**config.mk**
```make
export PLATFORM = sky130hd
export DESIGN_NAME = board_irq_aux_io_regs
export DESIGN_NICKNAME = d
export VERILOG_FILES = /design/src/rtl/board_regs_pkg.sv /design/src/rtl/board_irq_aux_io_regs.sv
export SDC_FILE = /design/constraint.sdc
export NUM_CORES = 1
export LEC_CHECK = 0
export BUFFER_PORTS_ARGS = -buffer_cell sky130_fd_sc_hd__buf_4
export CAP_MARGIN = 10
export CORE_ASPECT_RATIO = 0.9
export CORE_MARGIN = 2
export CORE_UTILIZATION = 55
export CTS_BUF_LIST = sky130_fd_sc_hd__clkbuf_2
export CTS_CLUSTER_SIZE = 40
export DETAILED_ROUTE_END_ITERATION = 16
export PLACE_DENSITY = 0.82
export SLEW_MARGIN = 15
export SYNTH_ARGS = -nofsm -noshare
export SYNTH_HDL_FRONTEND = slang
export SYNTH_SLANG_ARGS = --single-unit
```
**constraint.sdc**
```tcl
create_clock -name mclk -period 2.95 [get_ports mclk]
set_input_delay 0.295 -clock mclk [delete_from_list [all_inputs] [get_ports mclk]]
set_output_delay 0.295 -clock mclk [all_outputs]
set_load 0.01 [all_outputs]
```
**src/rtl/board_regs_pkg.sv**
```systemverilog
// shared constants, field layouts and carriers for the board register bank
package board_regs_pkg;
	// register byte offsets on the local bus
	localparam logic [7:0] OFS_BOARD_CTRL = 8'h00;
	localparam logic [7:0] OFS_INPUT_PORT = 8'h08;
	localparam logic [7:0] OFS_OPTIONS = 8'h24;
	localparam logic [7:0] OFS_ALT_IO = 8'h34;
	// board control word fields
	localparam int IRQ_SEL_LSB = 8;
	localparam int IRQ_PEND_BIT = 11;
	localparam int EXT_SYNC_ACCEPT_BIT = 12;
	localparam logic [31:0] BOARD_CTRL_RST = 32'h0000_0000;
	// input port configuration fields
	localparam int COUPLE_BIT = 0;
	localparam int EXCITE_BIT = 1;
	localparam logic [1:0] INPUT_PORT_RST = 2'h0;
	// option word fields
	localparam int REV_LSB = 0;
	localparam int STATUS_LSB = 12;
	localparam int CHAN_LSB = 16;
	localparam int FILT_LSB = 18;
	localparam int CUTOFF_LSB = 20;
	localparam int EXCUR_LSB = 22;
	// alternate clock/sync direction fields
	localparam int CLK_MODE_LSB = 0;
	localparam int SYNC_MODE_LSB = 2;
	localparam logic [3:0] ALT_IO_RST = 4'h0;
	localparam logic [1:0] AUX_INACTIVE = 2'h0;
	localparam logic [1:0] AUX_INPUT = 2'h1;
	// interrupt event selector codes
	localparam logic [2:0] EV_INIT = 3'h0;
	localparam logic [2:0] EV_CAL = 3'h1;
	localparam logic [2:0] EV_SETTLED = 3'h2;
	localparam logic [2:0] EV_THR_UP = 3'h3;
	localparam logic [2:0] EV_THR_DN = 3'h4;
	localparam logic [2:0] EV_BURST = 3'h5;
	// clock source code meaning external sample clock
	localparam logic [3:0] EXT_CLK_SRC_CODE = 4'h4;
	// settling hold of the inputs-settled flag
	localparam longint SETTLE_TIME_MS = 5000;
	localparam longint MCLK_KHZ = 200000;
	localparam longint SETTLE_CYCLES = SETTLE_TIME_MS * MCLK_KHZ;
	// local bus request carrier
	typedef struct packed {
		logic [7:0] addr;
		logic wr;
		logic rd;
		logic [31:0] wdata;
	} lb_req_t;
	// status conditions from the acquisition engines
	typedef struct packed {
		logic init_done;
		logic autocal_done;
		logic engine_ready;
		logic buf_threshold;
		logic burst_done;
	} board_events_t;
endpackage

```
**src/rtl/board_irq_aux_io_regs.sv**
```systemverilog
// local controller register bank: interrupt request, options word, alternate clock/sync i/o, input port config
`timescale 1ns/1ps
`default_nettype none
module board_irq_aux_io_regs #(
	parameter logic [11:0] FW_REVISION = 12'h001,
	parameter logic [3:0] STATUS_FLAGS = 4'h0,
	parameter logic [1:0] CHAN_CODE = 2'h0,
	parameter logic [1:0] FILTER_CODE = 2'h0,
	parameter logic [1:0] CUTOFF_CODE = 2'h0,
	parameter logic [1:0] EXCUR_CODE = 2'h0,
	parameter logic [31:0] SETTLE_CNT = 32'(board_regs_pkg::SETTLE_CYCLES)
) (
	input wire logic mclk,
	input wire logic rst_b,
	input wire logic ce,
	input wire board_regs_pkg::lb_req_t lb_req,
	output logic [31:0] lb_rdata_r,
	output logic lb_rvalid_r,
	input wire board_regs_pkg::board_events_t events,
	input wire logic irq_emul_en,
	output logic local_irq_r,
	output logic host_irq_r,
	output logic inputs_settled_r,
	output logic direct_coupling_select_r,
	output logic excitation_on_r,
	input wire logic [3:0] clock_source_code,
	input wire logic clock_io_sig,
	input wire logic sync_io_sig,
	input wire logic connector_clock_in,
	input wire logic connector_sync_in,
	input wire logic aux_clk_in,
	output logic aux_clk_out_r,
	output logic aux_clk_oe_r,
	input wire logic aux_sync_in,
	output logic aux_sync_out_r,
	output logic aux_sync_oe_r,
	output logic sel_clock_in_r,
	output logic sel_sync_in_r
);
	import board_regs_pkg::*;

	logic [2:0] irq_sel_r;
	logic ext_sync_accept_r;
	logic [1:0] clk_mode_r;
	logic [1:0] sync_mode_r;
	logic [2:0] sel_prev_r;
	logic cond_prev_r;
	logic init_prev_r;
	logic cond_now;
	logic irq_event;
	logic wr_ctrl;
	logic wr_port;
	logic [31:0] settle_cnt_r;
	logic settle_start;
	logic [1:0] clk_sync_r;
	logic [1:0] sync_sync_r;
	logic [1:0] cclk_sync_r;
	logic [1:0] csync_sync_r;
	logic aux_ok;
	logic [31:0] rdata_nxt;

	// true when the aux mode field selects input and the other gates agree
	function automatic logic aux_in_active(input logic [1:0] mode, input logic ok);
		return (mode == AUX_INPUT) && ok;
	endfunction

	assign wr_ctrl = lb_req.wr && (lb_req.addr == OFS_BOARD_CTRL);
	assign wr_port = lb_req.wr && (lb_req.addr == OFS_INPUT_PORT);

	// condition picked by the selector; reserved codes give no condition
	always_comb begin
		unique case (irq_sel_r)
			EV_INIT: cond_now = events.init_done;
			EV_CAL: cond_now = events.autocal_done;
			EV_SETTLED: cond_now = inputs_settled_r;
			EV_THR_UP: cond_now = events.buf_threshold;
			EV_THR_DN: cond_now = !events.buf_threshold;
			EV_BURST: cond_now = events.burst_done;
			default: cond_now = 1'b0;
		endcase
	end

	// rising edge of the condition while the same code stays selected, or init end
	assign irq_event = (cond_now && !cond_prev_r && (sel_prev_r == irq_sel_r))
		|| (events.init_done && !init_prev_r);

	// edge detector history
	always_ff @(posedge mclk or negedge rst_b) begin
		if (!rst_b) begin
			cond_prev_r <= 1'b0;
			sel_prev_r <= EV_INIT;
			init_prev_r <= 1'b0;
		end else if (ce) begin
			cond_prev_r <= cond_now;
			sel_prev_r <= irq_sel_r;
			init_prev_r <= events.init_done;
		end
	end

	// board control word fields written by the host
	always_ff @(posedge mclk or negedge rst_b) begin
		if (!rst_b) begin
			irq_sel_r <= BOARD_CTRL_RST[IRQ_SEL_LSB +: 3];
			ext_sync_accept_r <= BOARD_CTRL_RST[EXT_SYNC_ACCEPT_BIT];
		end else if (ce && wr_ctrl) begin
			irq_sel_r <= lb_req.wdata[IRQ_SEL_LSB +: 3];
			ext_sync_accept_r <= lb_req.wdata[EXT_SYNC_ACCEPT_BIT];
		end
	end

	// pending flag: event sets, written zero clears, set wins over clear
	always_ff @(posedge mclk or negedge rst_b) begin
		if (!rst_b) begin
			local_irq_r <= BOARD_CTRL_RST[IRQ_PEND_BIT];
		end else if (ce) begin
			if (irq_event) begin
				local_irq_r <= 1'b1;
			end else if (wr_ctrl && !lb_req.wdata[IRQ_PEND_BIT]) begin
				local_irq_r <= 1'b0;
			end
		end
	end

	// host interrupt gated by the adapter's emulation enable
	always_ff @(posedge mclk or negedge rst_b) begin
		if (!rst_b) begin
			host_irq_r <= 1'b0;
		end else if (ce) begin
			host_irq_r <= local_irq_r && irq_emul_en;
		end
	end

	// input port configuration: coupling and excitation
	always_ff @(posedge mclk or negedge rst_b) begin
		if (!rst_b) begin
			direct_coupling_select_r <= INPUT_PORT_RST[COUPLE_BIT];
			excitation_on_r <= INPUT_PORT_RST[EXCITE_BIT];
		end else if (ce && wr_port) begin
			direct_coupling_select_r <= lb_req.wdata[COUPLE_BIT];
			excitation_on_r <= lb_req.wdata[EXCITE_BIT];
		end
	end

	// settling hold starts on a switch to ac coupling or excitation turned on
	assign settle_start = wr_port && ((direct_coupling_select_r && !lb_req.wdata[COUPLE_BIT])
		|| (!excitation_on_r && lb_req.wdata[EXCITE_BIT]));

	always_ff @(posedge mclk or negedge rst_b) begin
		if (!rst_b) begin
			settle_cnt_r <= 32'h0000_0000;
		end else if (ce) begin
			if (settle_start) begin
				settle_cnt_r <= SETTLE_CNT;
			end else if (settle_cnt_r != 32'h0000_0000) begin
				settle_cnt_r <= settle_cnt_r - 32'h0000_0001;
			end
		end
	end

	// settled flag low while the hold runs or the engine is not ready
	always_ff @(posedge mclk or negedge rst_b) begin
		if (!rst_b) begin
			inputs_settled_r <= 1'b0;
		end else if (ce) begin
			inputs_settled_r <= events.engine_ready && !settle_start
				&& (settle_cnt_r <= 32'h0000_0001);
		end
	end

	// alternate clock/sync direction register
	always_ff @(posedge mclk or negedge rst_b) begin
		if (!rst_b) begin
			clk_mode_r <= ALT_IO_RST[CLK_MODE_LSB +: 2];
			sync_mode_r <= ALT_IO_RST[SYNC_MODE_LSB +: 2];
		end else if (ce && lb_req.wr && (lb_req.addr == OFS_ALT_IO)) begin
			clk_mode_r <= lb_req.wdata[CLK_MODE_LSB +: 2];
			sync_mode_r <= lb_req.wdata[SYNC_MODE_LSB +: 2];
		end
	end

	// two-stage synchronisers for the pin inputs
	always_ff @(posedge mclk or negedge rst_b) begin
		if (!rst_b) begin
			clk_sync_r <= 2'h0;
			sync_sync_r <= 2'h0;
			cclk_sync_r <= 2'h0;
			csync_sync_r <= 2'h0;
		end else if (ce) begin
			clk_sync_r <= {clk_sync_r[0], aux_clk_in};
			sync_sync_r <= {sync_sync_r[0], aux_sync_in};
			cclk_sync_r <= {cclk_sync_r[0], connector_clock_in};
			csync_sync_r <= {csync_sync_r[0], connector_sync_in};
		end
	end

	assign aux_ok = (clock_source_code == EXT_CLK_SRC_CODE) && ext_sync_accept_r;

	// source selection and aux output drive
	always_ff @(posedge mclk or negedge rst_b) begin
		if (!rst_b) begin
			sel_clock_in_r <= 1'b0;
			sel_sync_in_r <= 1'b0;
			aux_clk_out_r <= 1'b0;
			aux_clk_oe_r <= 1'b0;
			aux_sync_out_r <= 1'b0;
			aux_sync_oe_r <= 1'b0;
		end else if (ce) begin
			sel_clock_in_r <= aux_in_active(clk_mode_r, aux_ok) ? clk_sync_r[1] : cclk_sync_r[1];
			sel_sync_in_r <= aux_in_active(sync_mode_r, aux_ok) ? sync_sync_r[1] : csync_sync_r[1];
			aux_clk_oe_r <= clk_mode_r[1];
			aux_sync_oe_r <= sync_mode_r[1];
			aux_clk_out_r <= clock_io_sig;
			aux_sync_out_r <= sync_io_sig;
		end
	end

	// read multiplexer; unmapped offsets read zero
	always_comb begin
		rdata_nxt = 32'h0000_0000;
		unique case (lb_req.addr)
			OFS_BOARD_CTRL: begin
				rdata_nxt[IRQ_SEL_LSB +: 3] = irq_sel_r;
				rdata_nxt[IRQ_PEND_BIT] = local_irq_r;
				rdata_nxt[EXT_SYNC_ACCEPT_BIT] = ext_sync_accept_r;
			end
			OFS_INPUT_PORT: begin
				rdata_nxt[COUPLE_BIT] = direct_coupling_select_r;
				rdata_nxt[EXCITE_BIT] = excitation_on_r;
			end
			OFS_OPTIONS: begin
				rdata_nxt[REV_LSB +: 12] = FW_REVISION;
				rdata_nxt[STATUS_LSB +: 4] = STATUS_FLAGS;
				rdata_nxt[CHAN_LSB +: 2] = CHAN_CODE;
				rdata_nxt[FILT_LSB +: 2] = FILTER_CODE;
				rdata_nxt[CUTOFF_LSB +: 2] = CUTOFF_CODE;
				rdata_nxt[EXCUR_LSB +: 2] = EXCUR_CODE;
			end
			OFS_ALT_IO: begin
				rdata_nxt[CLK_MODE_LSB +: 2] = clk_mode_r;
				rdata_nxt[SYNC_MODE_LSB +: 2] = sync_mode_r;
			end
			default: rdata_nxt = 32'h0000_0000;
		endcase
	end

	// registered read answer, one cycle after the strobe
	always_ff @(posedge mclk or negedge rst_b) begin
		if (!rst_b) begin
			lb_rdata_r <= 32'h0000_0000;
			lb_rvalid_r <= 1'b0;
		end else if (ce) begin
			lb_rvalid_r <= lb_req.rd;
			if (lb_req.rd) begin
				lb_rdata_r <= rdata_nxt;
			end
		end
	end
endmodule
`default_nettype wire

```
==> metrics, run 1 <==
min cycle time layout=about 2600 ps; most area-consuming cells after synthesis=dfrtp_1 47%, mux2_2 7.4%, buf_4 4.5%, o21ai_0 3.5%, a21oi_1 2.7%; via count=3460; global-route wire length before repair=about 16 mm; # diodes=0; Final nets=roughly 540; Final GP Congestion=a little over 0.9; total grt overflow=0; setup TNS=0 ps; core area=approximately 0.0070 sq mm; maximum vdd ir drop=roughly 270 uV; die area=0.007905 sq mm; clock network power share=0.293; Area Growth Syn to Fin=19.44%; Post-synth top cells=74 x dfrtp_1, 28 x o21ai_0, 26 x mux2_2; clock-pin slew on the worst setup and hold paths=230 ps; worst slew pin tran=roughly 900 ps; area leader, netlist=dfrtp_1; CP startpoint kind=register; TritonCTS clock tree=done; Lkg Pwr=roughly 2.1 nW; cell-internal power=1.504 mW; NetSw=approximately 0.73 mW; critical-path maximum fanout=10; Starting DRT DRC Count=340; Buffers on Ports=58; clk sinks=74; Global Route Usage Sum=0.2545; fraction of layout cells with a size suffix above 1=0.2385; DRC errors left=0; number of synthesized register bits=74; Setup Viol. Count Final=0; async set or reset register ratio after synthesis=1.000; power per cell area=between 400 and 500 mW/mm^2; Tightest Hold Check Type=primary input to register; antenna violations before repair=0; io pins=about 110; largest net degree at the start of global routing=75; Hold Vio Cnt, Final=0; syn avg cell area=10.01 sq um; share of the synthesized area in the top cell type=0.4670; synth warn=0; Pins Over Slew Limit=0; Distinct cells, synth=between 50 and 60; CP max stage cell=nor4_4; Vias/cell=6.060; CP arrival=between 3000 and 4000 ps; maximum clock path buffer count=2; Worst Path Class, Setup=register to register; status=finished, final reports clean; Starting Density=0.5662; combinational share of power=0.165; Syn Std Cell Area=just under 0.004 sq mm; Place WS=380.0 ps; DIE WIDTH=approximately 94 microns; cts bufs inserted=9; most common flop cell mapped by yosys=dfrtp_1; number of enable flip-flop cells after synthesis=0; Worst Setup Slack, final=between 300 and 400 ps; Clock Skew=a little under 40 ps; Seq pwr share=0.542; Syn Inst Count=396; max_cap viols=0; relative slew slack=0.3877; CP peak stage delay=about 570 ps; unrepaired setup endpoints after global routing=false; Routed WL=~9.7 mm; insertion delay to the later sink of the worst-skew pair=about 570 ps; die height=~85 microns; # Post-CTS Setup Buffers=0; fmax=0.3774 GHz; Final Cycle Share=0.8982; antenna-violating nets left=0; vias in the first global route=about 3400; critical path data required time=3450 ps; Root Driver=clkbuf_2; Final HPWL DP=6.418 mm; mean routed wirelength per cell=about 17 microns; Row Count=29; most common cell in the netlist=dfrtp_1; switch share=0.3269; sequential area share after synthesis=0.4670; H-tree depth=3; Setup crit end kind=register; Detailed Routing Iterations Pass 1=5; crit path cell chain=inv_1, ha_1, or3b_2, nor4_4, nand4_1, or4_1, nand3_1
## cell families after synthesis
logic type / Yosys count / share of synthesized area
mux: 33 / 0.09467
compound gates: 84 / 0.1341
xor+xnor: 3 / 0.006628
flops: 74 / 0.4670
other cells: 1 / 0.0009458
simple gates: 150 / 0.2184
fa+ha+maj: 3 / 0.009468
buf+inv: 48 / 0.06879
## layout make-up
class | count | area, sq um
clock inverter | 7 | 90.09
inverter | 7 | 26.28
multi-input combinational | 296 | 1923
clock buffer | 9 | 45.04
timing repair buffer | 85 | 683.2
fill | 538 | 2267
tap | 93 | 116.4
sequential | 74 | 1852
## stage by stage
stage | total power [mW] | instances | instance area [sq um] | utilization | hold slack [ps]
2_1_floorplan | 1.437 | 418 | 4048 | - | -0.5911
3_3_place_gp | 1.541 | 537 | 4420 | 0.6312 | 466.2
3_5_place_dp | 1.563 | 537 | 4420 | 0.6312 | 480.2
4_1_cts | 2.232 | 571 | 4736 | 0.6763 | 18.20
5_1_grt | 2.339 | 571 | 4736 | 0.6763 | 13.62
6_report | 2.234 | 571 | 4736 | 0.6763 | 42.23
## power by group through the flow
stage | logic [mW] | clock network (mW) | registers (mW)
after floorplan | 0.251 | 0 | 1.19
after global placement | 0.329 | 0 | 1.21
after detailed placement | 0.344 | 0 | 1.22
after CTS | 0.363 | 0.664 | 1.20
after global routing | 0.406 | 0.707 | 1.23
final | 0.369 | 0.656 | 1.21
## layout by cell type, fill, tap and decap left out, types with 5 or more instances in the layout
| cell type | instances |
|---|---|
| dfrtp_1 | 74 |
| buf_4 | 67 |
| o21ai_0 | 28 |
| mux2_2 | 26 |
| conb_1 | 23 |
| a21oi_1 | 21 |
| nand2_1 | 20 |
| nor3_1 | 19 |
| nor2_1 | 19 |
| dlygate4sd3_1 | 18 |
| nand3_1 | 15 |
| or3_1 | 13 |
| and3_1 | 11 |
| or4_1 | 9 |
| clkbuf_2 | 9 |
| nor4_1 | 8 |
| nand4_1 | 8 |
| inv_1 | 7 |
| and4_1 | 7 |
| mux2i_1 | 6 |
| a22o_1 | 5 |
## metal layers
layer / up-vias / global-route usage / share of wire
li1: 1595 / - / -
met1: 1689 / 0.3379 / 0.43
met2: 148 / 0.3859 / 0.48
met3: 28 / 0.06643 / 0.069
met4: 0 / 0.1310 / 0.027
met5: - / 0 / 0
## final timing paths
path	start	end	slack [ps]	cells after the start
setup / recovery	settle_cnt_r[0]	settle_cnt_r[26]	300	7
max in group asynchronous	rst_b	host_irq_r	1940	2
hold reg to reg	ext_sync_accept_r	lb_rdata_r[12]	510	1
setup reg to reg	settle_cnt_r[0]	settle_cnt_r[26]	300	7
hold / removal	events[2]	inputs_settled_r	40	3
min in group asynchronous	rst_b	sync_mode_r[0]	340	2
## worst max-delay path, delay by kind of cell, from the launching register on
kind	cells	cell delay [ps]
buffers and inverters	1	110
and+or+nand+nor	5	1780
DFF	1	500
adders and majority gates	1	200
## flip-flops by register name (all words and copies together) (netlist names), 2 cells and up
name / cells
settle_cnt_r: 32
lb_rdata_r: 9
irq_sel_r: 3
sel_prev_r: 3
cclk_sync_r: 2
clk_mode_r: 2
clk_sync_r: 2
csync_sync_r: 2
sync_mode_r: 2
sync_sync_r: 2
## what timing repair did
item,CTS,global route
hold buffers,18,0
gates resized for setup,0,0
hold endpoints to repair,93,0
No activity file was read; power rests on OpenSTA's default activity.
==> inputs of run 2 (changes only) <==
--- a/config.mk
+++ b/config.mk
@@ -13,7 +13,7 @@
 export CTS_BUF_LIST = sky130_fd_sc_hd__clkbuf_2
 export CTS_CLUSTER_SIZE = 40
 export DETAILED_ROUTE_END_ITERATION = 16
-export PLACE_DENSITY = 0.82
+export PLACE_DENSITY = 0.88
 export SLEW_MARGIN = 15
 export SYNTH_ARGS = -nofsm -noshare
 export SYNTH_HDL_FRONTEND = slang
==> metrics, run 2 (synthesis gave the netlist of run 1 again) <==
status=finished, final reports clean; Hold Vio Cnt, Final=0; power per cell area=between 400 and 500 mW/mm^2; HP Start=lb_req[38]; insertion delay to the later sink of the worst-skew pair=560 ps; antenna violations before repair=0; Setup Viol. Count Final=0; crit path from=settle_cnt_r[1]; critical-path maximum fanout=10; NetSw=0.6969 mW; max_cap viols=0; critical path data required time=between 3000 and 4000 ps; Root Driver=clkbuf_2; Seq pwr share=0.577; min cycle time layout=about 2700 ps; # diodes=0; met1 Resource Use GR=0.3343; combinational share of power=0.176; launching point of the worst reg2reg path=settle_cnt_r[1]; io pins=around 110; Routed WL=just under 10 mm; Final Cycle Share=0.9083; Setup crit end kind=register; hold slack=between 100 and 150 ps; Starting Density=0.5662; largest registers=settle_cnt_r x32, lb_rdata_r x9; Detailed Routing Iterations Pass 1=5; switch share=0.3331; Tightest Hold Check Type=primary input to register; Final HPWL DP=roughly 6.6 mm; maximum clock path buffer count=2; dpl cell area=around 0.0044 sq mm; Vias/cell=roughly 6.0; Final nets=540; CP startpoint kind=register; max reg flops=32; cell-internal power=1.395 mW; antenna-violating nets left=0; commonest non-fill, non-tap cell in the layout=dfrtp_1; Design Area, Final=~0.0047 sq mm; Top delay family on crit path=simple AND/OR/NAND/NOR gates; relative slew slack=0.3890; cts bufs inserted=9; total power=~2.1 mW; DIE WIDTH=93.50 microns; mean routed wirelength per cell=roughly 17 microns; Final GP Congestion=slightly above 0.9; largest net degree at the start of global routing=between 70 and 80; crit path cell chain=inv_1, ha_1, or3b_2, nor4_4, nand4_1, or4_1, nand3_1; fmax=approximately 0.37 GHz; global-route wire length before repair=between 15 and 20 mm; Global Route Usage Sum=0.2599; CP arrival=approximately 3200 ps; GRT met2 Usage=0.4251; Row Count=29; die height=approximately 85 microns; Worst Setup Slack, final=roughly 270 ps; Pins Over Slew Limit=0; via count=about 3500; DRC errors left=0; worst slew pin tran=~920 ps; clock-pin slew on the worst setup and hold paths=around 220 ps; Worst Path Class, Setup=register to register; M3 GR Usage=0.06912; setup TNS=0 ps; Place WS=about 350 ps; CP max stage cell=nor4_4; H-tree depth=3; Buffers on Ports=between 50 and 60; Lkg Pwr=about 2.1 nW; maximum vdd ir drop=about 300 uV; WP buf/inv=1; core area=about 0.0070 sq mm; total grt overflow=0; CP peak stage delay=~550 ps; Starting DRT DRC Count=390; TritonCTS clock tree=done; die area=0.007905 sq mm; unrepaired setup endpoints after global routing=false; most frequent cells in the layout=74 x dfrtp_1, 68 x buf_4, 28 x o21ai_0; clk sinks=74; register with the most flip-flops=settle_cnt_r; clock network power share=0.247; Area Growth Syn to Fin=19.22%; Clock Skew=15.85 ps; vias in the first global route=3392; GRT busiest layer=met2; fraction of layout cells with a size suffix above 1=0.2370
==> run 2: changes by cell type in the layout (fill, tap and decap cells not counted), sizes merged <==
cell         change
buf              +1
clkinv           +4
dlygate4sd3      +2
inv              -5
bufinv           -1
clkinvlp         +2
==> run 2: worst reg2reg max path, cell delays in order (launching register included) <==
cell and delay [ps]:
dfrtp_1 480, inv_1 120, ha_1 230, or3b_2 540
nor4_4 560, nand4_1 190, or4_1 420, nand3_1 90
==> run 2: power groups by stage <==
stage / clock, mW / combinational (mW) / sequential (mW)
2_1_floorplan: 0 / 0.251 / 1.19
3_3_place_gp: 0 / 0.326 / 1.21
3_5_place_dp: 0 / 0.344 / 1.22
4_1_cts: 0.520 / 0.363 / 1.20
5_1_grt: 0.564 / 0.412 / 1.22
6_report: 0.517 / 0.368 / 1.21
==> run 2: per-stage QoR <==
| step | instances | util |
|---|---|---|
| 4_1_cts | 573 | 0.6736 |
| 3_3_place_gp | 538 | 0.6323 |
| 2_1_floorplan | 418 | - |
| 6_report | 574 | 0.6750 |
| 5_1_grt | 574 | 0.6750 |
| 3_5_place_dp | 538 | 0.6323 |
==> run 2: timing repair <==
action,4_1_cts,5_1_grt
gates resized for setup,0,0
buffers inserted,0,0
hold endpoints to repair,93,1
hold buffers,19,1
==> run 2: final cells by class <==
cell class | count | area, sq um
inverter | 7 | 26.28
sequential | 74 | 1852
multi-input combinational | 296 | 1923
clock buffer | 9 | 45.04
tap | 93 | 116.4
fill | 516 | 2276
clock inverter | 7 | 53.80
timing repair buffer | 88 | 710.7
==> run 2: worst paths after layout <==
kind,endpoint,slack (ps),cells after the start
setup / recovery,settle_cnt_r[26],270,7
hold / removal,lb_rdata_r[0],110,4
setup reg to reg,settle_cnt_r[26],270,7
hold reg to reg,settle_cnt_r[30],520,1
max in group asynchronous,settle_cnt_r[15],1950,2
min in group asynchronous,aux_sync_oe_r,420,2
==> run 2: layer usage <==
metal	part of all wire	up-vias
met2	0.50	156
li1	-	1608
met3	0.069	20
met4	0.016	0
met1	0.41	1678
met5	0	-
==> inputs of run 3 (changes only) <==
--- a/config.mk
+++ b/config.mk
@@ -5,7 +5,7 @@
 export SDC_FILE = /design/constraint.sdc
 export NUM_CORES = 1
 export LEC_CHECK = 0
-export BUFFER_PORTS_ARGS = -buffer_cell sky130_fd_sc_hd__buf_4
+export BUFFER_PORTS_ARGS = -buffer_cell sky130_fd_sc_hd__buf_2
 export CAP_MARGIN = 10
 export CORE_ASPECT_RATIO = 0.9
 export CORE_MARGIN = 2
==> metrics, run 3 (synthesis gave the netlist of run 1 again) <==
unrepaired setup endpoints after global routing=false; Pins Over Slew Limit=0; H-tree depth=3; DIE WIDTH=93.50 microns; Buffers on Ports=just under 60; critical path data required time=3470 ps; Lkg Pwr=approximately 2.1 nW; insertion delay to the later sink of the worst-skew pair=560 ps; filler instances=~520; mean routed wirelength per cell=between 15 and 20 microns; DRC errors left=0; Final nets=540; commonest non-fill, non-tap cell in the layout=dfrtp_1; Root Driver=clkbuf_2; Post-CTS Resized=0; fmax=approximately 0.38 GHz; total grt overflow=0; Hold Vio Cnt, Final=0; most frequent cells in the layout=74 x dfrtp_1, 58 x buf_2, 28 x o21ai_0; io pins=105; clk sinks=between 70 and 80; hold slack=between 20 and 30 ps; global-route wire length before repair=16.47 mm; vias in the first global route=between 3000 and 4000; Row Count=29; Global Route Usage Sum=0.2642; Vias/cell=approximately 6.2; largest net degree at the start of global routing=43; met3 wire length=around 670 microns; fraction of layout cells with a size suffix above 1=0.2432; max_cap viols=0; CP arrival=3190 ps; Area Growth Syn to Fin=16.50%; status=finished, final reports clean; Worst Setup Slack, final=around 280 ps; die area=between 0.007 and 0.008 sq mm; worst slew pin tran=786.9 ps; Clock Skew=about 28 ps; Detailed Routing Iterations Pass 1=5; Setup crit end kind=register; max reg flops=32; largest registers=settle_cnt_r x32, lb_rdata_r x9; TritonCTS clock tree=done; register with the most flip-flops=settle_cnt_r; DR WL met2=approximately 4.9 mm; min cycle time layout=between 2000 and 3000 ps; maximum clock path buffer count=2; met1 WL=around 4.0 mm; Routed WL=between 9 and 10 mm; Starting DRT DRC Count=roughly 270; critical-path maximum fanout=10; die height=roughly 85 microns; Place WS=381.5 ps; CP startpoint kind=register; Top Metal Used=met4; relative slew slack=0.4619; # diodes=0; cts bufs inserted=9; final core utilization=0.6596; Setup Viol. Count Final=0; Final GP Congestion=about 0.91; clock-pin slew on the worst setup and hold paths=about 230 ps; setup TNS=0 ps; Final Cycle Share=0.9037; Worst R2R Setup Slack=roughly 280 ps; maximum vdd ir drop=approximately 350 uV; Tightest Hold Check Type=primary input to register; core area=about 0.007 sq mm; antenna violations before repair=0; via count=approximately 3500; power per cell area=between 400 and 500 mW/mm^2; Worst Path Class, Setup=register to register; Final HPWL DP=a little under 7 mm; Starting Density=0.5662; antenna-violating nets left=0
[run 3: changes by cell type in the layout (fill, tap and decap cells not counted), sizes merged]
cell	change
bufinv	+1
inv	+3
buf	+2
clkinvlp	-1
clkinv	-3
dlygate4sd3	-2
[run 3: critical path, stage by stage (launching register included)]
cell and delay [ps]:
dfrtp_1 470, inv_1 120, ha_1 210, or3b_2 530
nor4_4 590, nand4_1 190, or4_1 430, nand3_1 100
[run 3: power by group]
group          total, mW  internal [mW]  switching [mW]
clock              0.624          0.212           0.412
sequential          1.21           1.10           0.109
combinational      0.350          0.163           0.187
total               2.18           1.48           0.708
[run 3: stage by stage]
step	power, mW	instances	instance area (sq um)
2_1_floorplan	1.437	418	4048
3_3_place_gp	1.522	540	4310
3_5_place_dp	1.551	540	4310
4_1_cts	2.182	573	4609
5_1_grt	2.287	574	4619
6_report	2.183	574	4619
[run 3: timing repair]
action	CTS	global route
hold endpoints to repair	49	1
endpoints found under the setup margin	0	0
buffers inserted	0	0
hold buffers	17	1
[run 3: routing by layer]
metal | vias to the layer above | global-route usage
met1 | 1726 | 0.3527
met2 | 163 | 0.4192
met3 | 29 | 0.06643
met4 | 0 | 0.09759
li1 | 1614 | -
met5 | - | 0
[run 3: area by class of cell]
class / instances / area, sq um / area share
multi-input cells: 296 / 1923 / 0.4163
well taps: 93 / 116.4 / 0.02519
clock inverters: 7 / 83.83 / 0.01815
clock buffers: 9 / 45.04 / 0.009751
repair buffers: 88 / 573.1 / 0.1241
flip-flops and latches: 74 / 1852 / 0.4009
inverters: 7 / 26.28 / 0.005688
[run 3: worst paths after layout]
path | startpoint | endpoint | depth (start not counted)
min in group asynchronous | rst_b | lb_rdata_r[12] | 2
max reg2reg | settle_cnt_r[1] | settle_cnt_r[26] | 7
min reg2reg | lb_rdata_r[0] | lb_rdata_r[0] | 2
min | events[2] | inputs_settled_r | 3
max | settle_cnt_r[1] | settle_cnt_r[26] | 7
max in group asynchronous | rst_b | settle_cnt_r[11] | 3
